`src/rtc_wdog_pkg.sv`:
```
// Package: constants for the real-time counter and watchdog block
// Assumes a single 250 MHz system clock and instruction-cycle enable.
package rtc_wdog_pkg;

  // ----------------------------------------------------------------
  // Option register field positions
  // ----------------------------------------------------------------
  localparam int OPT_W        = 8;
  localparam int SRC_SEL_BIT  = 5;  // External source select
  localparam int EDGE_SEL_BIT = 4;  // Falling edge select
  localparam int PSA_BIT      = 3;  // prescaler_assign_bit
  localparam int RATE_LSB     = 0;  // prescale_rate_bit0..2
  localparam int RATE_W       = 3;

  // ----------------------------------------------------------------
  // Widths and reset values
  // ----------------------------------------------------------------
  localparam int CNT_W                 = 8;
  localparam int PRE_W                 = 8;
  localparam logic [7:0] CNT_RST       = 8'h00;
  localparam logic [7:0] PRE_RST       = 8'h00;
  localparam logic [7:0] WDT_RST       = 8'h00;
  localparam logic [7:0] CNT_MAX       = 8'hff;
  localparam logic [7:0] OPTION_RST    = 8'hff;
  localparam logic [7:0] WDT_BASE_RST  = 8'h00;

  // ----------------------------------------------------------------
  // Watchdog base tick period
  // ----------------------------------------------------------------
  localparam int CLK_PERIOD_NS   = 4;
  localparam int WDT_TICK_NS     = 1024;
  localparam int WDT_TICK_CYCLES = WDT_TICK_NS / CLK_PERIOD_NS;

endpackage : rtc_wdog_pkg
```
`src/realtime_counter_watchdog.sv`:
```
// Real-time counter with shared prescaler and watchdog timer.
// Assumes inputs other than CNT_PIN_I are synchronous to CLK_SYS_I; option bits are plain ports.
//
// Overview of operation
// 8-bit counter advances per instruction cycle or per external edge.
// Option bit 5 clear selects instruction clock, set selects pin.
// Option bit 4 set counts falling edges, clear counts rising edges.
// 8-bit prescaler ahead of counter extends chain to 16 bits.
// Internal mode: every cycle, or only on prescaler output if assigned.
// Rollover FFh to 00h raises interrupt and sets pending flag bit 7.
// Counter write clears prescaler only while assignment bit is 0.
// 8-bit watchdog shares the same prescaler.
// Unassigned to counter, prescaler acts as watchdog postscaler.
// Option bit 3 set gives prescaler to watchdog, clear to counter.
// Three rate bits select division ratio for the assigned user.
// Prescaler count is invisible to software except clear and rate.
// External pin is synchronised and edge detected; one count per edge.
// Watchdog terminal count asserts a timeout toward reset logic.
module realtime_counter_watchdog #(
  parameter int WDT_TICK = rtc_wdog_pkg::WDT_TICK_CYCLES
) (
  // Clock and reset
  input  wire logic                         CLK_SYS_I,
  input  wire logic                         RSTN_I,
  // Instruction-cycle enable
  input  wire logic                         INSTR_CYC_I,
  // Option register bits
  input  wire logic [rtc_wdog_pkg::OPT_W-1:0] OPTION_I,
  // External counter pin
  input  wire logic                         CNT_PIN_I,
  // Software write to counter
  input  wire logic                         CNT_WR_I,
  input  wire logic [rtc_wdog_pkg::CNT_W-1:0] CNT_WDATA_I,
  // Pending flag clear and watchdog clear
  input  wire logic                         PEND_CLR_I,
  input  wire logic                         WDT_CLR_I,
  // Status outputs
  output logic      [rtc_wdog_pkg::CNT_W-1:0] CNT_VALUE_O,
  output logic                              ROLL_IRQ_O,
  output logic                              ROLL_PEND_O,
  output logic                              WDT_TIMEOUT_O
);
  import rtc_wdog_pkg::*;

  // ----------------------------------------------------------------
  // Option decode
  // ----------------------------------------------------------------
  wire       ext_src   = OPTION_I[SRC_SEL_BIT];
  wire       fall_edge = OPTION_I[EDGE_SEL_BIT];
  wire       psa_wdt   = OPTION_I[PSA_BIT];
  wire [2:0] rate      = OPTION_I[RATE_LSB +: RATE_W];

  // ----------------------------------------------------------------
  // Pin synchroniser and edge detect
  // ----------------------------------------------------------------
  logic pin_meta_ff, pin_sync_ff, pin_prev_ff;
  // Two flops to settle the pin, a third for edge detect
  always_ff @(posedge CLK_SYS_I or negedge RSTN_I) begin
    if (!RSTN_I) begin
      pin_meta_ff <= 1'b0;
      pin_sync_ff <= 1'b0;
      pin_prev_ff <= 1'b0;
    end else begin
      pin_meta_ff <= CNT_PIN_I;
      pin_sync_ff <= pin_meta_ff;
      pin_prev_ff <= pin_sync_ff;
    end
  end
  wire pin_rise = pin_sync_ff & ~pin_prev_ff;
  wire pin_fall = ~pin_sync_ff & pin_prev_ff;
  wire pin_evt  = fall_edge ? pin_fall : pin_rise;

  // ----------------------------------------------------------------
  // Watchdog base tick divider
  // ----------------------------------------------------------------
  logic [15:0] tick_cnt_ff;
  wire         wdt_tick = (tick_cnt_ff == 16'(WDT_TICK - 1));
  // Base tick count, restarted by a watchdog clear
  always_ff @(posedge CLK_SYS_I or negedge RSTN_I) begin
    if (!RSTN_I)
      tick_cnt_ff <= 16'h0000;
    else if (wdt_tick || WDT_CLR_I)
      tick_cnt_ff <= 16'h0000;
    else
      tick_cnt_ff <= tick_cnt_ff + 16'h0001;
  end

  // ----------------------------------------------------------------
  // Shared prescaler input and output select
  // ----------------------------------------------------------------
  wire       cnt_src_evt = ext_src ? pin_evt : INSTR_CYC_I;
  logic [PRE_W-1:0] pre_ff;  // No software read or write path; see
  logic [7:0]       wdt_ff;
  wire       wdt_wrap = wdt_tick && (wdt_ff == CNT_MAX);
  // Prescaler clocked by counter source or by watchdog wrap
  wire       pre_in   = psa_wdt ? wdt_wrap : cnt_src_evt;
  wire [PRE_W-1:0] pre_mask = PRE_W'((9'h002 << rate) - 9'h001);
  wire       pre_out  = pre_in && ((pre_ff & pre_mask) == pre_mask);
  // Clear when counter written under counter ownership
  wire       pre_clr  = (CNT_WR_I && !psa_wdt) ||
                        (WDT_CLR_I && psa_wdt);
  // Prescaler count: clear first, then one step per input
  always_ff @(posedge CLK_SYS_I or negedge RSTN_I) begin
    if (!RSTN_I)
      pre_ff <= PRE_RST;
    else if (pre_clr)
      pre_ff <= PRE_RST;
    else if (pre_in)
      pre_ff <= pre_ff + 8'h01;
  end

  // ----------------------------------------------------------------
  // Real-time counter and rollover flag
  // ----------------------------------------------------------------
  wire cnt_inc = psa_wdt ? cnt_src_evt : pre_out;
  wire roll    = cnt_inc && !CNT_WR_I && (CNT_VALUE_O == CNT_MAX);
  // Counter: software write wins over increment
  always_ff @(posedge CLK_SYS_I or negedge RSTN_I) begin
    if (!RSTN_I)
      CNT_VALUE_O <= CNT_RST;
    else if (CNT_WR_I)
      CNT_VALUE_O <= CNT_WDATA_I;
    else if (cnt_inc)
      CNT_VALUE_O <= CNT_VALUE_O + 8'h01;
  end
  // Pending flag: set wins over clear
  always_ff @(posedge CLK_SYS_I or negedge RSTN_I) begin
    if (!RSTN_I) begin
      ROLL_PEND_O <= 1'b0;
      ROLL_IRQ_O  <= 1'b0;
    end else begin
      ROLL_IRQ_O  <= roll;
      if (roll)
        ROLL_PEND_O <= 1'b1;
      else if (PEND_CLR_I)
        ROLL_PEND_O <= 1'b0;
    end
  end

  // ----------------------------------------------------------------
  // Watchdog counter and timeout
  // ----------------------------------------------------------------
  wire wdt_term = psa_wdt ? pre_out : wdt_wrap;
  // Watchdog count, one step per base tick
  always_ff @(posedge CLK_SYS_I or negedge RSTN_I) begin
    if (!RSTN_I)
      wdt_ff <= WDT_RST;
    else if (WDT_CLR_I)
      wdt_ff <= WDT_RST;
    else if (wdt_tick)
      wdt_ff <= wdt_ff + 8'h01;
  end
  // Timeout pulse, suppressed by a clear in the same cycle
  always_ff @(posedge CLK_SYS_I or negedge RSTN_I) begin
    if (!RSTN_I)
      WDT_TIMEOUT_O <= 1'b0;
    else
      WDT_TIMEOUT_O <= wdt_term && !WDT_CLR_I;
  end
endmodule : realtime_counter_watchdog

```
`config.mk`:
```
export PLATFORM = sky130hd
export DESIGN_NAME = realtime_counter_watchdog
export DESIGN_NICKNAME = d
export VERILOG_FILES = /design/src/rtc_wdog_pkg.sv /design/src/realtime_counter_watchdog.sv
export SDC_FILE = /design/constraint.sdc
export NUM_CORES = 1
export LEC_CHECK = 0
export BUFFER_PORTS_ARGS = -buffer_cell sky130_fd_sc_hd__buf_2
export CORE_ASPECT_RATIO = 0.6
export CORE_MARGIN = 2
export CORE_UTILIZATION = 30
export CTS_CLUSTER_SIZE = 20
export DETAILED_ROUTE_END_ITERATION = 7
export PLACE_DENSITY = 0.46
export RECOVER_POWER = 25
export SYNTH_ARGS = -nofsm -noshare
export SYNTH_HDL_FRONTEND = slang
export SYNTH_SLANG_ARGS = --single-unit
```
`constraint.sdc`:
```
create_clock -name CLK_SYS_I -period 2.9 [get_ports CLK_SYS_I]
set_clock_uncertainty 0.05 [all_clocks]
set_input_delay 0.725 -clock CLK_SYS_I [delete_from_list [all_inputs] [get_ports CLK_SYS_I]]
set_output_delay 0.725 -clock CLK_SYS_I [all_outputs]
set_load 0.005 [all_outputs]
```
Word-level counts from Yosys, hierarchy flattened:

Index checks and enable logic that the tools add are counted.
W data, S select, Z words.

* output and inout bits: 11
* bits of input ports: 23
* logic and storage cells: 55
* register bits after elaboration: 46

* bitwise operators: 5
* eq/ne operators: 4
* multiplexer cells: 14
* $add $sub $neg: 5
* reductions and logical operators: 16
* shift-type cells: 1

Operators with widths (count)
* $mux W8: 6
* $add A8 B1 Y8 const B: 3
* $add A16 B1 Y16 const B: 1
* $eq A16 B8 Y1 const B: 1
* $eq A8 B8 Y1 const B: 2
* $mux W16: 1
* $and A8 B8 Y8: 1
* $eq A8 B8 Y1: 1
* $reduce_bool A2 Y1: 4
* $shl A2 B3 Y8 const A: 1
* $sub A8 B1 Y8 const B: 1
* $logic_and A1 B1 Y1: 7
* $mux W1: 7
* $logic_not A1 Y1: 3
* $and A1 B1 Y1: 2
* $logic_or A1 B1 Y1: 2
* $not A1 Y1: 2

Logic depth before layout (Yosys ltp):

* word-level depth: 10
* mapped depth: 11
* depth with buffers taken out: 9

Worst setup path after synthesis:

OpenSTA, ideal clock, no wires.

* kind: input-to-reg
* start: in OPTION_I[2] in the netlist's numbering
* end: reg CNT_VALUE_O[7] in the netlist's numbering
* arrival time: 2.930 ns
* data required time: 2.726 ns
* slack: -0.204 ns
* path buffers: 2
* stages on the path: 10
* library setup time: 0.124 ns
* cell sequence: buf_6 or3_4 ha_1 or4b_1 a31oi_1 nor3_1 a22oi_2 buf_6 nor4_1 a211o_1

* longest elaborated chain between the ends: 7

RTL lines
* start, declared: RTL line realtime_counter_watchdog.sv:28 `input wire logic [rtc_wdog_pkg::OPT_W-1:0] OPTION_I,`
* $shl A2 B3 Y8 (*): RTL line realtime_counter_watchdog.sv:97 `wire [PRE_W-1:0] pre_mask = PRE_W'((9'h002 << rate) - 9'h001);`
* $sub A8 B1 Y8 (*): RTL line realtime_counter_watchdog.sv:97
* $and A8 B8 Y8: RTL line realtime_counter_watchdog.sv:98 `wire pre_out = pre_in && ((pre_ff & pre_mask) == pre_mask);`
* $eq A8 B8 Y1 (*): RTL line realtime_counter_watchdog.sv:98
* $logic_and A1 B1 Y1 (*): RTL line realtime_counter_watchdog.sv:98
* $mux W1 (*): RTL line realtime_counter_watchdog.sv:115 `wire cnt_inc = psa_wdt ? cnt_src_evt : pre_out;`
* $reduce_bool A2 Y1 (no line) (*)
* end signal, assigned: RTL line realtime_counter_watchdog.sv:124 `CNT_VALUE_O <= CNT_VALUE_O + 8'h01;`
* end, declared: RTL line realtime_counter_watchdog.sv:38 `output logic [rtc_wdog_pkg::CNT_W-1:0] CNT_VALUE_O,`

Every way passes the cells marked *; elsewhere a longest branch is shown, timed or not.
A chain may end at the register's enable or synchronous reset.

Worst setup path after layout:

* start: in OPTION_I[0] in the netlist's numbering
* end: reg CNT_VALUE_O[7] in the netlist's numbering

Same word-level chain as after synthesis.

==> results.txt <==
The run finished with clean final reports. The static power due to leakage came out at 1.30 nW. The area enclosed by the die boundary is 8990 um^2, and the compound-cell area share of the yosys netlist is 11.8%. The tools report the post-cts hold buffer count as 0.

For the register-to-register setup slack, the log shows 0.52 ns. The end of the worst hold path was pin_sync_ff. The final critical path time including I/O delays and setup works out to 2.73 ns. After detailed placement, the total cell area comes to 2810 um^2.

In the routed design, unresolved DRC markers number 0. IR analysis of the VDD net gives a maximum drop of 0.176 mV. Portion of the clock cycle consumed by the worst path in the final layout: 94.1%. CTS clock-pin slew for the worst setup and hold paths: 0.06 ns. The endpoint identified for the worst register-to-register timing path is pre_ff[7]. For this run, the detailed router's first-pass iteration total came to 4. For the number of global-route vias before repair, the log shows 1,831. The sink count of the clock tree is 46, and the number of enable-type register cells in the synthesized netlist is 0.

The cell depth of the worst min-delay path came out at 0. The dominant combinational cell family by area after synthesis is simple AND/OR/NAND/NOR gates. Of all nets on the critical path, the largest fanout is 8. The run gives 37.3% as the share of the core filled with cells.

In the synthesized netlist the dominant register cell turns out to be sky130_fd_sc_hd__dfrtp_1. At the end of routability-driven placement, the weighted congestion stood at 0.725. The final global-route overflow total is 0. The run gives 0 as the total of max-cap violations. Global routing used 20.7% of the available met1 tracks.

The most common library cell in the layout ignoring fill and taps is sky130_fd_sc_hd__dfrtp_1. Traced cell by cell, the critical path runs through buf_2 > or3_4 > ha_4 > or4b_1 > a31oi_2 > nor3_1 > a22oi_2 > buf_4 > nor4_2 > a211o_1. After detailed routing, the number of vias per cell comes to 4.82. The share of synthesized registers carrying an async set or reset was 100%; the antenna diode instance count was 0. Most used routing layer: met1.

The wire-length estimate of the detail-placed layout is 3820 um. First-pass GRT wire length: 9240 um. Counting along the longest clock path gives a buffer depth of 2. The detailed router placed 1,923 vias in this run.

Summing the areas of all fa, ha and maj instances in the mapped netlist gives 2.54% of the synthesized area. For this run, the number of Yosys warnings is 0. After synthesis, flip-flops and latches occupy 46.7% of the total area. Leaving out fill and tap cells, the most frequent cells in the layout are 46 x sky130_fd_sc_hd__dfrtp_1, 43 x sky130_fd_sc_hd__nor2_1, 31 x sky130_fd_sc_hd__buf_2, 16 x sky130_fd_sc_hd__xor2_1, 13 x sky130_fd_sc_hd__nand2_1.

Measured along the y axis, the die boundary spans 74.2 um. The tools report the root cell of the clock tree as sky130_fd_sc_hd__clkbuf_16. The tools report the number of different library cells in the post-synthesis netlist as 52.

The area growth from synthesis to layout is 19.5%. The detailed router finished its first iteration with 143 violations. The floorplan has 25 rows. The run gives 0.29 ns as the clock latency at the later pin of the worst-skew pair. Dividing the detail-routed wire length by the instance count gives 13.4 um.

The tools report the met2 track demand over resource in global routing as 16.9%. The transition time at the pin with the least slew margin came out at 1.17 ns. STA classifies the critical path endpoint as a flop. The critical path is of the input pin to flop type. Across every metal layer, demand over resource in global routing totals 13.5%. For this design the ratio of total power to cell area is 474 nW/um^2. The fraction of layout instances using a drive strength above 1 was 21.3%; the pin count of the biggest net entering global routing was 47. The logs give 0 for the initial antenna violation count and 0 for the number of nets still failing antenna checks after routing.

STA classifies the critical path startpoint as an input pin. The H-tree depth reported by CTS is 2. From left edge to right edge, the die measures 121 um.

The startpoint identified for the worst hold timing path is pin_meta_ff. The number of cells upsized or downsized after cts came out at 0. Summing the areas of all and, or, nand and nor instances in the mapped netlist gives 26.1% of the synthesized area. Once the floorplan was initialized, standard cells occupied 31.2% of the core.

The run gives 399 as the number of standard cells in the layout, taps in and fillers out. The final count of hold timing violations was 0. At the end of the flow, the number of nets in the layout was 320. The tools report the startpoint of the lowest-slack register-to-register path as tick_cnt_ff[8]. The synthesized netlist devotes 7.81% of its cell area to XOR and XNOR gates. The final-report max-slew violation count is 0.

The worst slew margin relative to its limit was 22.3%; the number of I/O pins was 34. Measured in cells, the most critical reg-to-reg path has a length of 6. During placement, the flow inserted port buffers numbering 31. The logs give 0 for the setup fix buffers added after clock tree synthesis and 4.68% for the met3 track utilization from global routing. The combined area of all synthesized cells came out at 2470 um^2. TritonCTS built the clock tree. Worst path required time: 3.02 ns. Multiplexer cells account for 2.08% of the synthesized area.

The net count after synthesis was 279. The number of instances in the synthesized netlist was 251; the average size of a mapped cell was 9.83 um^2. The worst hold-check path type is flop to flop. For this block, the routed nets add up to 5340 um of wire. After routing the design area is 2950 um^2.

Setup repair after global routing left no endpoint under its margin. The slowest stage of the critical path belongs to the cell sky130_fd_sc_hd__or4b_1. The number of buffer and inverter instances along the worst setup path is 2, and the number of buffers created by CTS is 5. Critical path's top delay family: simple AND/OR/NAND/NOR gates.

For this run, the slowest stage of the critical path takes 0.47 ns. The floorplan step defined a core boundary enclosing 7910 um^2. The number of placed instances, taps included, is 393. Setup violations remaining at the end of the flow were counted as 0.

The tools report the critical path data arrival time as 2.85 ns. Timing would allow up to 366 MHz. Flop and latch count out of synthesis: 46.
-- how the worst max path moves through the flow --
| stage | start | to | depth (start not counted) | slack (ns) |
|---|---|---|---|---|
| 2_1_floorplan | OPTION_I[2] | CNT_VALUE_O[7] | 10 | 0.0002 |
| 3_3_place_gp | OPTION_I[0] | CNT_VALUE_O[7] | 10 | -0.17 |
| 3_5_place_dp | OPTION_I[0] | CNT_VALUE_O[7] | 10 | -0.16 |
| 4_1_cts | OPTION_I[0] | CNT_VALUE_O[7] | 10 | 0.14 |
| 5_1_grt | OPTION_I[0] | CNT_VALUE_O[6] | 10 | 0.04 |
| 6_report | OPTION_I[0] | CNT_VALUE_O[7] | 10 | 0.17 |
-- Yosys cell counts (2+ instances only) --
library cell,n,area [um^2]
sky130_fd_sc_hd__inv_1,10,37.5
sky130_fd_sc_hd__and4_1,2,17.5
sky130_fd_sc_hd__nand2b_1,2,12.5
sky130_fd_sc_hd__nor4_1,3,18.8
sky130_fd_sc_hd__nor3_1,2,10.0
sky130_fd_sc_hd__o21ai_1,3,15.0
sky130_fd_sc_hd__clkbuf_1,4,15.0
sky130_fd_sc_hd__a21oi_1,7,35.0
sky130_fd_sc_hd__nand4_1,7,43.8
sky130_fd_sc_hd__or3_1,8,50.1
sky130_fd_sc_hd__or4_1,2,15.0
sky130_fd_sc_hd__and2_1,3,18.8
sky130_fd_sc_hd__mux2i_1,4,40.0
sky130_fd_sc_hd__ha_1,5,62.6
sky130_fd_sc_hd__o21ai_0,9,45.0
sky130_fd_sc_hd__xor2_1,16,140
sky130_fd_sc_hd__nor2_1,43,161
sky130_fd_sc_hd__a31o_2,2,17.5
sky130_fd_sc_hd__dfrtp_1,46,1150
sky130_fd_sc_hd__a31oi_1,7,43.8
sky130_fd_sc_hd__nand3_1,12,60.1
sky130_fd_sc_hd__buf_6,2,22.5
sky130_fd_sc_hd__xnor2_1,6,52.6
sky130_fd_sc_hd__and3_1,5,31.3
sky130_fd_sc_hd__nand2_1,13,48.8
sky130_fd_sc_hd__o31ai_1,2,15.0
-- final cells by class --
class,instances,area (um^2)
clock buffer,6,139
sequential,46,1150
multi-input combinational,189,1270
inverter,10,37.5
timing repair buffer,40,220
tap,108,135
fill,826,4960
-- cells by family (layout without fill, tap and decap cells) --
logic type	count (synthesis)	count (layout)
and+or+nand+nor	116	116
xor gates and xnor gates	22	22
buffers and inverters	16	56
AOI/OAI and AO/OA	41	41
adders and majority gates	5	5
muxes	5	5
DFF	46	46
-- metrics by stage --
step                hold slack (ns)  total power [mW]  TNS (ns)  setup slack (ns)
CTS                           0.309              1.42         0             0.139
detailed placement            0.295             0.852     -1.09            -0.163
finish                        0.306              1.40         0             0.171
global route                  0.315              1.48         0            0.0401
floorplan                     0.281             0.779         0          0.000228
global placement              0.293             0.851     -1.09            -0.169
-- state kept, by name, summed over array words and instances (netlist names) --
signal,flops
wdt_ff,8
WDT_TIMEOUT_O,1
ROLL_IRQ_O,1
pin_sync_ff,1
ROLL_PEND_O,1
pre_ff,8
CNT_VALUE_O,8
pin_meta_ff,1
pin_prev_ff,1
tick_cnt_ff,16
-- report_power, final --
| group | total, mW | internal, mW | switching [mW] |
|---|---|---|---|
| Combinational | 0.149 | 0.0636 | 0.0852 |
| Clock | 0.559 | 0.333 | 0.226 |
| Sequential | 0.690 | 0.663 | 0.0272 |
-- per-layer routing --
metal	share of wire [%]	vias up
met5	0	-
met4	1.3	0
met3	5.3	7
met2	37	28
met1	56	911
li1	-	977
-- worst reg2reg max path, delay by kind of cell (launching register included) --
family,cells,cell delay [ns]
AOI/OAI and AO/OA,2,0.39
and+or+nand+nor,4,1.42
DFF,1,0.44
Note: power is estimated with default switching activity, not from simulation.
